[config.mk]
export PLATFORM = sky130hd
export DESIGN_NAME = wfl_top
export DESIGN_NICKNAME = d
export VERILOG_FILES = /design/src/hw/wfl_pkg.sv /design/src/hw/wfl_sticky_flags.sv /design/src/hw/wfl_watchdog.sv /design/src/hw/wfl_top.sv
export SDC_FILE = /design/constraint.sdc
export NUM_CORES = 1
export LEC_CHECK = 0
export BUFFER_PORTS_ARGS = -buffer_cell sky130_fd_sc_hd__buf_4
export CORE_MARGIN = 3
export CORE_UTILIZATION = 60
export DETAILED_ROUTE_END_ITERATION = 8
export PLACE_DENSITY = 0.8
export SYNTH_ARGS = -nofsm -noshare
export SYNTH_HDL_FRONTEND = slang
export SYNTH_SLANG_ARGS = --single-unit
export TNS_END_PERCENT = 50
[constraint.sdc]
create_clock -name mclk -period 9.8 [get_ports mclk]
set_input_delay 0.49 -clock mclk [delete_from_list [all_inputs] [get_ports mclk]]
set_output_delay 0.49 -clock mclk [all_outputs]
set_load 0.01 [all_outputs]
[src/hw/wfl_pkg.sv]
// Shared constants for the watchdog, fault log and lock block
`default_nettype none
package wfl_pkg;
    // ------------------------------------------------------------------
    // Register offsets
    // ------------------------------------------------------------------
    localparam logic [7:0] WATCHDOG_ONE_TIMEOUT_CFG_ADDR   = 8'h3d;
    localparam logic [7:0] WATCHDOG_TWO_TIMEOUT_CFG_ADDR   = 8'h3f;
    localparam logic [7:0] USER_WRITE_DISABLE_ADDR         = 8'h43;
    localparam logic [7:0] CONFIG_LOCK_ADDR                = 8'h45;
    localparam logic [7:0] PRIMARY_THRESHOLD_FAULTS_ADDR   = 8'h60;
    localparam logic [7:0] SECONDARY_THRESHOLD_FAULTS_ADDR = 8'h61;
    localparam logic [7:0] INPUT_EVENT_FAULTS_ADDR         = 8'h62;

    // ------------------------------------------------------------------
    // Field layouts
    // ------------------------------------------------------------------
    localparam int NORMAL_PERIOD_LSB  = 0;
    localparam int INITIAL_PERIOD_LSB = 3;
    localparam int PERIOD_CODE_W      = 3;
    localparam int WATCHDOG_EN_BIT    = 6;
    localparam logic [7:0] TIMEOUT_CFG_MASK = 8'h7f;
    localparam logic [7:0] LOCK_MASK        = 8'h01;
    localparam int LOCK_BIT               = 0;
    localparam int DETECTOR_COUNT         = 6;
    localparam int GENERAL_INPUT_COUNT    = 4;
    localparam int EVENT_FLAG_COUNT       = 7;
    localparam int EVENT_WDT_ONE_BIT      = 0;
    localparam int EVENT_WDT_TWO_BIT      = 1;
    localparam int EVENT_GENERAL_INPUT_LSB = 2;
    localparam int EVENT_MANUAL_RESET_BIT = 6;

    // ------------------------------------------------------------------
    // Reset values
    // ------------------------------------------------------------------
    localparam logic [7:0] TIMEOUT_CFG_RESET   = 8'h00;
    localparam logic [7:0] WRITE_DISABLE_RESET = 8'h00;
    localparam logic [7:0] LOCK_RESET          = 8'h00;
    localparam logic [7:0] UNMAPPED_READ       = 8'h00;

    // ------------------------------------------------------------------
    // Timing: shortest period 6.25 ms, each code step is four times longer
    // ------------------------------------------------------------------
    localparam longint CLK_PERIOD_PS    = 10000;
    localparam longint BASE_TIMEOUT_PS  = 64'd6250000000;
    localparam longint BASE_TIMEOUT_CYC = BASE_TIMEOUT_PS / CLK_PERIOD_PS;
    localparam int     TIMER_W          = 36;
endpackage : wfl_pkg
`default_nettype wire

[src/hw/wfl_sticky_flags.sv]
// Sticky fault flags, set by events and cleared as a group
`timescale 1ns/1ps
`default_nettype none
module wfl_sticky_flags #(
    parameter int W = 8
) (
    input  wire logic         mclk,
    input  wire logic         reset,
    input  wire logic [W-1:0] set,
    input  wire logic         clear,
    output logic      [W-1:0] flags
);
    typedef struct packed {
        logic [W-1:0] flags;
    } wfl_flag_state_t;

    wfl_flag_state_t state;
    wfl_flag_state_t next_state;

    // Set beats clear so an event landing on the read is kept
    always_comb
    begin
        next_state = state;
        if (clear)
        begin
            next_state.flags = '0;
        end
        next_state.flags = next_state.flags | set;
    end

    always_ff @(posedge mclk)
    begin
        if (reset)
        begin
            state <= '0;
        end
        else
        begin
            state <= next_state;
        end
    end

    assign flags = state.flags;
endmodule : wfl_sticky_flags
`default_nettype wire

[src/hw/wfl_watchdog.sv]
// One watchdog timer with initial and normal timeout periods
`timescale 1ns/1ps
`default_nettype none
module wfl_watchdog #(
    parameter logic [35:0] BASE_CYCLES = 36'd625000
) (
    input  wire logic       mclk,
    input  wire logic       reset,
    input  wire logic [7:0] cfg,
    input  wire logic       kick,
    output logic            fault
);
    typedef struct packed {
        logic [wfl_pkg::TIMER_W-1:0] count;
        logic                        use_initial;
        logic                        enabled;
        logic                        kick_seen;
        logic                        fault;
    } wfl_wdt_state_t;

    wfl_wdt_state_t              state;
    wfl_wdt_state_t              next_state;
    logic [2:0]                  code;
    logic [wfl_pkg::TIMER_W-1:0] limit;
    logic                        enable;

    assign enable = cfg[wfl_pkg::WATCHDOG_EN_BIT];
    // Each code is four times the previous period
    assign code = state.use_initial
                ? cfg[wfl_pkg::INITIAL_PERIOD_LSB +: wfl_pkg::PERIOD_CODE_W]
                : cfg[wfl_pkg::NORMAL_PERIOD_LSB +: wfl_pkg::PERIOD_CODE_W];
    assign limit = BASE_CYCLES << {code, 1'b0};

    always_comb
    begin
        next_state           = state;
        next_state.fault     = 1'b0;
        next_state.enabled   = enable;
        next_state.kick_seen = kick;
        if (!enable)
        begin
            next_state.count       = '0;
            next_state.use_initial = 1'b1;
        end
        else if (!state.enabled)
        begin
            next_state.count       = '0;
            next_state.use_initial = 1'b1;
        end
        else if (kick != state.kick_seen)
        begin
            next_state.count       = '0;
            next_state.use_initial = 1'b0;
        end
        else if (state.count >= limit - 36'd1)
        begin
            next_state.count       = '0;
            next_state.use_initial = 1'b0;
            next_state.fault       = 1'b1;
        end
        else
        begin
            next_state.count = state.count + 36'd1;
        end
    end

    always_ff @(posedge mclk)
    begin
        if (reset)
        begin
            state <= '{count: '0, use_initial: 1'b1, enabled: 1'b0,
                       kick_seen: 1'b0, fault: 1'b0};
        end
        else
        begin
            state <= next_state;
        end
    end

    assign fault = state.fault;
endmodule : wfl_watchdog
`default_nettype wire

[src/hw/wfl_top.sv]
// Watchdog configuration, fault log and configuration lock registers
//
// Operation
// - Timeout bits 2:0 pick normal period, 6.25 ms up to 102.4 s.
// - Bits 5:3 pick initial period used after reset or enabling.
// - Bit 6 enables the watchdog; bit 7 has no function.
// - Watchdog one configured at 3Dh, watchdog two at 3Fh.
// - Register 60h bits 0-5 flag primary undervoltage per detector.
// - Register 61h bits 0-5 flag secondary threshold crossings.
// - Watchdog fault on a general input also sets that input's flag.
// - Register 45h bit 0 is the configuration lock.
// - Locked: config register and config EEPROM writes refused, lock excepted.
// - User EEPROM writes blocked while an output enabled in 43h is asserted.
// - Any fault register read clears all fault flags.
// - After the initial period, normal period applies every cycle.
// - Register 43h bits block user EEPROM writes per asserted output.
`timescale 1ns/1ps
`default_nettype none
module wfl_top #(
    parameter logic [35:0] WDT_BASE_CYCLES =
        36'(wfl_pkg::BASE_TIMEOUT_CYC)
) (
    input  wire logic       mclk,
    input  wire logic       reset,
    input  wire logic [7:0] reg_addr,
    input  wire logic [7:0] reg_wdata,
    input  wire logic       reg_wr,
    input  wire logic       reg_rd,
    output logic      [7:0] reg_rdata,
    output logic            reg_wr_refused,
    input  wire logic       watchdog_kick_one,
    input  wire logic       watchdog_kick_two,
    input  wire logic [1:0] watchdog_kick_from_input,
    input  wire logic [3:0] watchdog_kick_input_sel,
    input  wire logic [5:0] primary_undervoltage,
    input  wire logic [5:0] secondary_threshold_trip,
    input  wire logic [3:0] general_input,
    input  wire logic       manual_reset_input,
    input  wire logic [7:0] programmable_output,
    input  wire logic       cfg_eeprom_wr_req,
    output logic            cfg_eeprom_wr_allow,
    input  wire logic       user_eeprom_wr_req,
    output logic            user_eeprom_wr_allow,
    output logic            watchdog_fault_one,
    output logic            watchdog_fault_two
);
    // ------------------------------------------------------------------
    // State
    // ------------------------------------------------------------------
    typedef struct packed {
        logic [7:0] wdt_one_cfg;
        logic [7:0] wdt_two_cfg;
        logic [7:0] write_disable;
        logic [7:0] lock;
        logic [7:0] rdata;
    } wfl_top_state_t;

    wfl_top_state_t state;
    wfl_top_state_t next_state;

    logic                                   fault_read;
    logic                                   cfg_write;
    logic                                   locked;
    logic [wfl_pkg::DETECTOR_COUNT-1:0]     primary_flags;
    logic [wfl_pkg::DETECTOR_COUNT-1:0]     secondary_flags;
    logic [wfl_pkg::EVENT_FLAG_COUNT-1:0]   event_flags;
    logic [wfl_pkg::EVENT_FLAG_COUNT-1:0]   event_set;
    logic [wfl_pkg::GENERAL_INPUT_COUNT-1:0] input_from_wdt;
    logic [7:0]                             read_mux;

    assign locked = state.lock[wfl_pkg::LOCK_BIT];

    // ------------------------------------------------------------------
    // Register access
    // ------------------------------------------------------------------
    assign fault_read = reg_rd &&
        (reg_addr == wfl_pkg::PRIMARY_THRESHOLD_FAULTS_ADDR ||
         reg_addr == wfl_pkg::SECONDARY_THRESHOLD_FAULTS_ADDR ||
         reg_addr == wfl_pkg::INPUT_EVENT_FAULTS_ADDR);

    assign cfg_write = reg_wr &&
        (reg_addr == wfl_pkg::WATCHDOG_ONE_TIMEOUT_CFG_ADDR ||
         reg_addr == wfl_pkg::WATCHDOG_TWO_TIMEOUT_CFG_ADDR ||
         reg_addr == wfl_pkg::USER_WRITE_DISABLE_ADDR);

    // Refusal is visible so the host can tell a locked write
    assign reg_wr_refused = cfg_write && locked;

    always_comb
    begin
        read_mux = wfl_pkg::UNMAPPED_READ;
        case (reg_addr)
            wfl_pkg::WATCHDOG_ONE_TIMEOUT_CFG_ADDR:
                read_mux = state.wdt_one_cfg;
            wfl_pkg::WATCHDOG_TWO_TIMEOUT_CFG_ADDR:
                read_mux = state.wdt_two_cfg;
            wfl_pkg::USER_WRITE_DISABLE_ADDR:
                read_mux = state.write_disable;
            wfl_pkg::CONFIG_LOCK_ADDR:
                read_mux = state.lock;
            wfl_pkg::PRIMARY_THRESHOLD_FAULTS_ADDR:
                read_mux = {2'h0, primary_flags};
            wfl_pkg::SECONDARY_THRESHOLD_FAULTS_ADDR:
                read_mux = {2'h0, secondary_flags};
            wfl_pkg::INPUT_EVENT_FAULTS_ADDR:
                read_mux = {1'h0, event_flags};
            default:
                read_mux = wfl_pkg::UNMAPPED_READ;
        endcase
    end

    always_comb
    begin
        next_state = state;
        if (reg_rd)
        begin
            next_state.rdata = read_mux;
        end
        if (reg_wr && !locked)
        begin
            case (reg_addr)
                wfl_pkg::WATCHDOG_ONE_TIMEOUT_CFG_ADDR:
                    next_state.wdt_one_cfg =
                        reg_wdata & wfl_pkg::TIMEOUT_CFG_MASK;
                wfl_pkg::WATCHDOG_TWO_TIMEOUT_CFG_ADDR:
                    next_state.wdt_two_cfg =
                        reg_wdata & wfl_pkg::TIMEOUT_CFG_MASK;
                wfl_pkg::USER_WRITE_DISABLE_ADDR:
                    next_state.write_disable = reg_wdata;
                default:
                    next_state.write_disable = state.write_disable;
            endcase
        end
        // Lock register stays writable so a locked part can be opened
        if (reg_wr && reg_addr == wfl_pkg::CONFIG_LOCK_ADDR)
        begin
            next_state.lock = reg_wdata & wfl_pkg::LOCK_MASK;
        end
    end

    always_ff @(posedge mclk)
    begin
        if (reset)
        begin
            state <= '{wdt_one_cfg:   wfl_pkg::TIMEOUT_CFG_RESET,
                       wdt_two_cfg:   wfl_pkg::TIMEOUT_CFG_RESET,
                       write_disable: wfl_pkg::WRITE_DISABLE_RESET,
                       lock:          wfl_pkg::LOCK_RESET,
                       rdata:         8'h00};
        end
        else
        begin
            state <= next_state;
        end
    end

    assign reg_rdata = state.rdata;

    // ------------------------------------------------------------------
    // EEPROM write gating
    // ------------------------------------------------------------------
    assign cfg_eeprom_wr_allow = cfg_eeprom_wr_req && !locked;
    // Falling supplies assert outputs; those outputs fence the EEPROM
    assign user_eeprom_wr_allow = user_eeprom_wr_req &&
        !(|(state.write_disable & programmable_output));

    // ------------------------------------------------------------------
    // Watchdogs
    // ------------------------------------------------------------------
    wfl_watchdog #(
        .BASE_CYCLES (WDT_BASE_CYCLES)
    ) u_wdt_one (
        .mclk  (mclk),
        .reset (reset),
        .cfg   (state.wdt_one_cfg),
        .kick  (watchdog_kick_one),
        .fault (watchdog_fault_one)
    );

    wfl_watchdog #(
        .BASE_CYCLES (WDT_BASE_CYCLES)
    ) u_wdt_two (
        .mclk  (mclk),
        .reset (reset),
        .cfg   (state.wdt_two_cfg),
        .kick  (watchdog_kick_two),
        .fault (watchdog_fault_two)
    );

    // ------------------------------------------------------------------
    // Fault flags
    // ------------------------------------------------------------------
    always_comb
    begin
        input_from_wdt = '0;
        if (watchdog_fault_one && watchdog_kick_from_input[0])
        begin
            input_from_wdt[watchdog_kick_input_sel[1:0]] = 1'b1;
        end
        if (watchdog_fault_two && watchdog_kick_from_input[1])
        begin
            input_from_wdt[watchdog_kick_input_sel[3:2]] = 1'b1;
        end
    end

    assign event_set = {manual_reset_input,
                        general_input | input_from_wdt,
                        watchdog_fault_two,
                        watchdog_fault_one};

    wfl_sticky_flags #(
        .W (wfl_pkg::DETECTOR_COUNT)
    ) u_primary_flags (
        .mclk  (mclk),
        .reset (reset),
        .set   (primary_undervoltage),
        .clear (fault_read),
        .flags (primary_flags)
    );

    wfl_sticky_flags #(
        .W (wfl_pkg::DETECTOR_COUNT)
    ) u_secondary_flags (
        .mclk  (mclk),
        .reset (reset),
        .set   (secondary_threshold_trip),
        .clear (fault_read),
        .flags (secondary_flags)
    );

    wfl_sticky_flags #(
        .W (wfl_pkg::EVENT_FLAG_COUNT)
    ) u_event_flags (
        .mclk  (mclk),
        .reset (reset),
        .set   (event_set),
        .clear (fault_read),
        .flags (event_flags)
    );
endmodule : wfl_top
`default_nettype wire

==> results.ini, run 1 <==
[floorplan]
die_area_um2 = 15100
ioPinCount = 68
die_y_um = 123
fp.dieW_um = 123
coreArea_um2 = 13300
start_util = 0.615
rows = 42

[critical_path]
cpPeakStageDelay_ns = 0.85
cp_cell_sequence = mux2i_1 -> inv_1 -> ha_1 -> o32ai_1 -> a21oi_1 -> o22a_1 -> ha_1 -> nand4_1 -> nor4_2 -> a22o_1 -> a2111o_1 -> or3_2 -> buf_4 -> nor2_1
critPathMostFrequentCell = ha_1
crit_family = compound AO/OA/AOI/OAI gates
path_class = reg -> reg
cp-end-kind = register
crit_fanout = 25
cp.arrival_ns = 5.52
worstSetupStartpointType = register
crit_path_top_delay_cell = mux2i_1
path_buf_inv = 2
required_ns = 10.15

[route]
routed_via_density = 5.88
num_vias = 6938
dr.first_iter.drc_count = 529
post-route-drc-count = 0
wl_per_cell_um = 15.8
wl_um = 18600
dr.pass1.iters = 6
ant_nets = 0

[clocking]
clock_path_buffers = 2
cts_buffers = 17
clock_latency_ns = 0.42
clockRootBuffer = clkbuf_16
clock-sinks = 130
htreeDepth = 4
cts_resized = 0
tritoncts = built
post-cts-setup-buffers = 0
clkTransAtPathRegs_ns = 0.06
ctsHoldBuffers = 0

[placed_design]
port_buffers = 67
place_inst = 1148
post_dp_cell_area_um2 = 8660
gp_congestion = 0.844
dp_hpwl_um = 13300

[grt]
grt_max_degree = 50
met1_usage = 0.328
grt_pass1_vias = 6296
overflow = 0
use_met3 = 0.0608
grt_pass1_wl_um = 30300
antenna_found_initial = 0
gr-max-usage-layer = met2
grt.total_usage = 0.250
grtUsageMet2 = 0.412

[synthesis]
synth_top_cell_by_area = dfxtp_1
syn_area_um2 = 8180
async_reset_ff_frac = 0
ys_seq_elements = 130
synthFlopType = dfxtp_1
yosys.area.top_type_share = 0.318
synthCells = 941
ys_seq_area_frac = 0.318
syn_area_per_cell_um2 = 8.69
synth.distinct_cells = 71
synth_edf_count = 0
yosys_warnings = 0
synth_top_cells_by_area = dfxtp_1 32%, ha_1 13%, nor2_1 5.5%, xor2_1 4.8%, nor2_4 3.9%

[layout]
multi_input_area_um2 = 5220
antenna_cells = 0
seqCellArea_um2 = 2600
final_cell_mix = 130 x dfxtp_1, 119 x nor2_1, 84 x ha_1, 83 x nand2_1, 71 x buf_4
fill_cells = 1034
drive_above_1_share = 0.151
final_area_um2 = 9250
final_common_cell = dfxtp_1
area_growth_pct = 13.1
nNetsFinal = 1130
final_cells = 1179

[power_and_ir_drop]
switching_share = 0.211
leakage_nw = 3.74
p_comb_frac = 0.035
power_density_nw_per_um2 = 131
power.internal_mw = 0.956
power.share.clock = 0.520
p_seq_frac = 0.444
vdd_drop_max_mv = 0.123
p_sw_mw = 0.256

[timing]
skew_ns = 0.0102
fmax_mhz = 193
tightest_slew_ns = 0.988
rsz0062_at_grt = no
finalSetupTns_ns = 0
min_period_over_period = 0.528
setup_viol = 0
hold_viol = 0
slew_headroom = 0.322
drv_slew = 0
post-route-min-period_ns = 5.17

[outcome]
status = finished clean

[min_path]
hp-class = in -> reg

[flow_run]
cap_viol_max_count = 0

## area by class of cell
type                       count  area share
clock inverter                 8      0.0111
multi-input combinational    748       0.564
clock buffer                  23      0.0527
timing repair buffer          71      0.0576
sequential                   130       0.281
tap                          176      0.0238
inverter                      23     0.00933
## Yosys cell counts, drive strengths merged, types with 8 or more instances
cell type / instances
and2: 11
nand4: 27
mux2i: 31
nor2: 150
ha: 84
clkbuf: 19
o21ai: 31
nand3: 41
a21oi: 63
and3: 11
dfxtp: 130
nor3: 20
inv: 23
nand2: 84
xnor2: 26
nor2b: 8
xor2: 45
nor4: 10
a22oi: 11
buf: 22
## state kept, by name, indices dropped and copies added (netlist names)
name,flops
u_event_flags.flags,7
u_primary_flags.flags,6
u_wdt_two.fault,1
reg_rdata,8
state,22
locked,1
u_wdt_two.state,39
u_secondary_flags.flags,6
u_wdt_one.state,39
u_wdt_one.fault,1
## metal layers
metal  vias up  wire length, um
met5         -                0
met4         0              233
met3        25              907
met2       170             8830
met1      3302             8630
li1       3441                -
## power by group through the flow
| stage | logic [mW] | clock network (mW) | registers [mW] |
|---|---|---|---|
| 6_report | 0.0430 | 0.631 | 0.539 |
| 5_1_grt | 0.0471 | 0.664 | 0.539 |
| 4_1_cts | 0.0430 | 0.638 | 0.539 |
| 3_5_place_dp | 0.0427 | 0 | 0.550 |
| 3_3_place_gp | 0.0422 | 0 | 0.550 |
| 2_1_floorplan | 0.0183 | 0 | 0.548 |
## kinds of logic after synthesis
group / after synthesis / share of synthesized area
AND/OR/NAND/NOR: 389 / 0.257
AO/OA/AOI/OAI: 168 / 0.133
flip-flops: 130 / 0.318
adder cells (fa/ha/maj): 84 / 0.128
XOR/XNOR: 71 / 0.0760
buffers and inverters: 64 / 0.0444
multiplexers: 34 / 0.0421
other: 1 / 0.000458
## worst reg2reg max path: cells and delay by family (launching register included)
family                   cells  cell delay [ns]
flip-flops                   1             0.45
multiplexers                 1             0.85
AND/OR/NAND/NOR              4             1.07
adder cells (fa/ha/maj)      2             0.65
buffers and inverters        2             0.79
AO/OA/AOI/OAI                5             1.29
## worst paths after layout
| check | from | end | slack, ns | depth (start not counted) |
|---|---|---|---|---|
| max | u_wdt_two.state[3] | u_wdt_two.state[8] | 4.63 | 14 |
| max reg2reg | u_wdt_two.state[3] | u_wdt_two.state[8] | 4.63 | 14 |
| min | primary_undervoltage[2] | u_primary_flags.flags[2] | 0.27 | 3 |
| min reg2reg | u_wdt_one.state[4] | u_wdt_one.state[4] | 0.46 | 1 |
## stage by stage
| stage | hold WS [ns] | worst slack (ns) | utilization | power (mW) |
|---|---|---|---|---|
| after floorplan | 0.429 | 5.68 | - | 0.567 |
| after global placement | 0.449 | 4.86 | 0.651 | 0.592 |
| after detailed placement | 0.456 | 4.77 | 0.651 | 0.593 |
| after CTS | 0.270 | 4.68 | 0.696 | 1.22 |
| after global routing | 0.266 | 4.20 | 0.696 | 1.25 |
| final | 0.275 | 4.63 | 0.696 | 1.21 |
(Power assumes the default switching activity.)
==> inputs of run 2 (changes only) <==
==> constraint.sdc (replaced) <==
create_clock -name mclk -period 5.07 [get_ports mclk]
set_input_delay 0.2535 -clock mclk [delete_from_list [all_inputs] [get_ports mclk]]
set_output_delay 0.2535 -clock mclk [all_outputs]
set_load 0.01 [all_outputs]
==> results.ini, run 2 (synthesized netlist as in run 1, its figures left out) <==
[timing]
setup_viol = 0  ; unchanged
tightest_slew_ns = 0.859  ; was 0.988 ns
min_period_over_period = 0.851  ; was 0.528
skew_ns = 0.00670  ; was 0.0102 ns
hold_viol = 0  ; unchanged
rsz0062_at_grt = no  ; unchanged
post-route-min-period_ns = 4.31  ; was 5.17 ns
hold-worst-slack_ns = 0.0396  ; was 0.275 ns
slew_headroom = 0.428  ; was 0.322
fmax_mhz = 232  ; was 193 MHz
drv_slew = 0  ; unchanged
finalSetupTns_ns = 0  ; unchanged
layout_setup_ws_ns = 0.757  ; was 4.63 ns

[critical_path]
cp-end-kind = register  ; unchanged
path_class = reg -> reg  ; unchanged
path_buf_inv = 3  ; was 2
crit_fanout = 34  ; was 25
cp_cell_sequence = mux2i_1 -> buf_4 -> ha_1 -> nand2_1 -> ha_1 -> nand2b_1 -> o21ai_0 -> nor2_1 -> a21oi_1 -> ha_1 -> nand4_1 -> nor4_1 -> inv_1 -> a21oi_1 -> or3_2 -> buf_4 -> nor2_1  ; was mux2i_1 -> inv_1 -> ha_1 -> o32ai_1 -> a21oi_1 -> o22a_1 -> ha_1 -> nand4_1 -> nor4_2 -> a22o_1 -> a2111o_1 -> or3_2 -> buf_4 -> nor2_1
crit_family = simple AND/OR/NAND/NOR gates  ; was compound AO/OA/AOI/OAI gates
cpPeakStageDelay_ns = 0.63  ; was 0.85 ns
critPathMostFrequentCell = ha_1  ; unchanged
required_ns = 5.34  ; was 10.15 ns
cp.arrival_ns = 4.58  ; was 5.52 ns
worstSetupStartpointType = register  ; unchanged
crit_path_top_delay_cell = buf_4  ; was mux2i_1

[clocking]
tritoncts = built  ; unchanged
htreeDepth = 4  ; unchanged
clock_path_buffers = 2  ; unchanged
cts_buffers = 17  ; unchanged
clockRootBuffer = clkbuf_16  ; unchanged
post-cts-setup-buffers = 0  ; unchanged
ctsHoldBuffers = 0  ; unchanged
clkTransAtPathRegs_ns = 0.06  ; about the same
cts_resized = 0  ; unchanged
clock_latency_ns = 0.42  ; about the same
clock-sinks = 130  ; unchanged

[floorplan]
ioPinCount = 68  ; unchanged
start_util = 0.615  ; unchanged
die_y_um = 123  ; unchanged
coreArea_um2 = 13300  ; unchanged
fp.dieW_um = 123  ; unchanged
rows = 42  ; unchanged
die_area_um2 = 15100  ; unchanged

[route]
wl_um = 18000  ; was 18600 um
num_vias = 6782  ; was 6938
routed_via_density = 5.73  ; was 5.88
dr.pass1.iters = 5  ; was 6
ant_nets = 0  ; unchanged
post-route-drc-count = 0  ; unchanged
dr.first_iter.drc_count = 534  ; was 529
wl_per_cell_um = 15.2  ; was 15.8 um

[power_and_ir_drop]
p_total_mw = 2.32  ; was 1.21 mW
power_density_nw_per_um2 = 250  ; was 131 nW/um2
leakage_nw = 3.76  ; was 3.74 nW
vdd_drop_max_mv = 0.216  ; was 0.123 mV

[layout]
antenna_cells = 0  ; unchanged
final_area_um2 = 9280  ; was 9250 um2
final_cell_mix = 130 x dfxtp_1, 119 x nor2_1, 84 x ha_1, 83 x nand2_1, 75 x buf_4  ; was 130 x dfxtp_1, 119 x nor2_1, 84 x ha_1, 83 x nand2_1, 71 x buf_4
final_common_cell = dfxtp_1  ; unchanged
area_growth_pct = 13.4  ; was 13.1%
nNetsFinal = 1134  ; was 1130
drive_above_1_share = 0.156  ; was 0.151
final_core_util = 0.698  ; was 0.696
reg_top3 = u_wdt_one.state (39), u_wdt_two.state (39), state (22)  ; unchanged
final_cells = 1183  ; was 1179

[grt]
grt_pass1_vias = 6188  ; was 6296
grt.total_usage = 0.242  ; was 0.250
grt_pass1_wl_um = 29500  ; was 30300 um
antenna_found_initial = 0  ; unchanged
grt_max_degree = 50  ; unchanged
overflow = 0  ; unchanged

[min_path]
hp-class = in -> reg  ; unchanged

[placed_design]
gp_congestion = 0.904  ; was 0.844
place_inst = 1152  ; was 1148
post_dp_cell_area_um2 = 8690  ; was 8660 um2
dp_hpwl_um = 13200  ; was 13300 um
port_buffers = 67  ; unchanged
place_ws_ns = 0.866  ; was 4.77 ns

[flow_run]
cap_viol_max_count = 0  ; unchanged

[outcome]
status = finished clean  ; unchanged

[run 2: where the power goes]
part	switching [mW]	total, mW	internal (mW)
logic	0.0408	0.0834	0.0426
registers	0.00741	1.04	1.03
clock network	0.472	1.20	0.727
[run 2: final timing paths]
kind                              endpoint                     from  cells past startpoint  slack [ns]
setup / recovery        u_wdt_two.state[9]       u_wdt_two.state[3]                     17        0.76
hold / removal    u_primary_flags.flags[1]  primary_undervoltage[1]                      3        0.04
setup reg to reg        u_wdt_two.state[9]       u_wdt_two.state[3]                     17        0.76
hold reg to reg         u_wdt_one.state[4]       u_wdt_one.state[4]                      1        0.46
[run 2: worst reg2reg max path: stages (launching register included)]
cell and delay, ns:
dfxtp_1 0.45, mux2i_1 0.23, buf_4 0.21, ha_1 0.28
nand2_1 0.21, ha_1 0.29, nand2b_1 0.11, o21ai_0 0.08
nor2_1 0.10, a21oi_1 0.07, ha_1 0.32, nand4_1 0.12
nor4_1 0.49, inv_1 0.09, a21oi_1 0.19, or3_2 0.14
buf_4 0.63, nor2_1 0.18
[run 2: routing by layer]
layer | wire, um | track usage
met3 | 935 | 0.0567
met1 | 8540 | 0.330
met2 | 8300 | 0.386
met4 | 253 | 0.0672
met5 | 0 | 0
[run 2: layout make-up]
cell class / count / area (um2)
Fill cell: 1062 / 4020
Clock inverter: 14 / 159
Sequential cell: 130 / 2600
Clock buffer: 17 / 425
Multi-Input combinational cell: 748 / 5220
Inverter: 23 / 86.3
Tap cell: 176 / 220
Timing Repair Buffer: 75 / 563
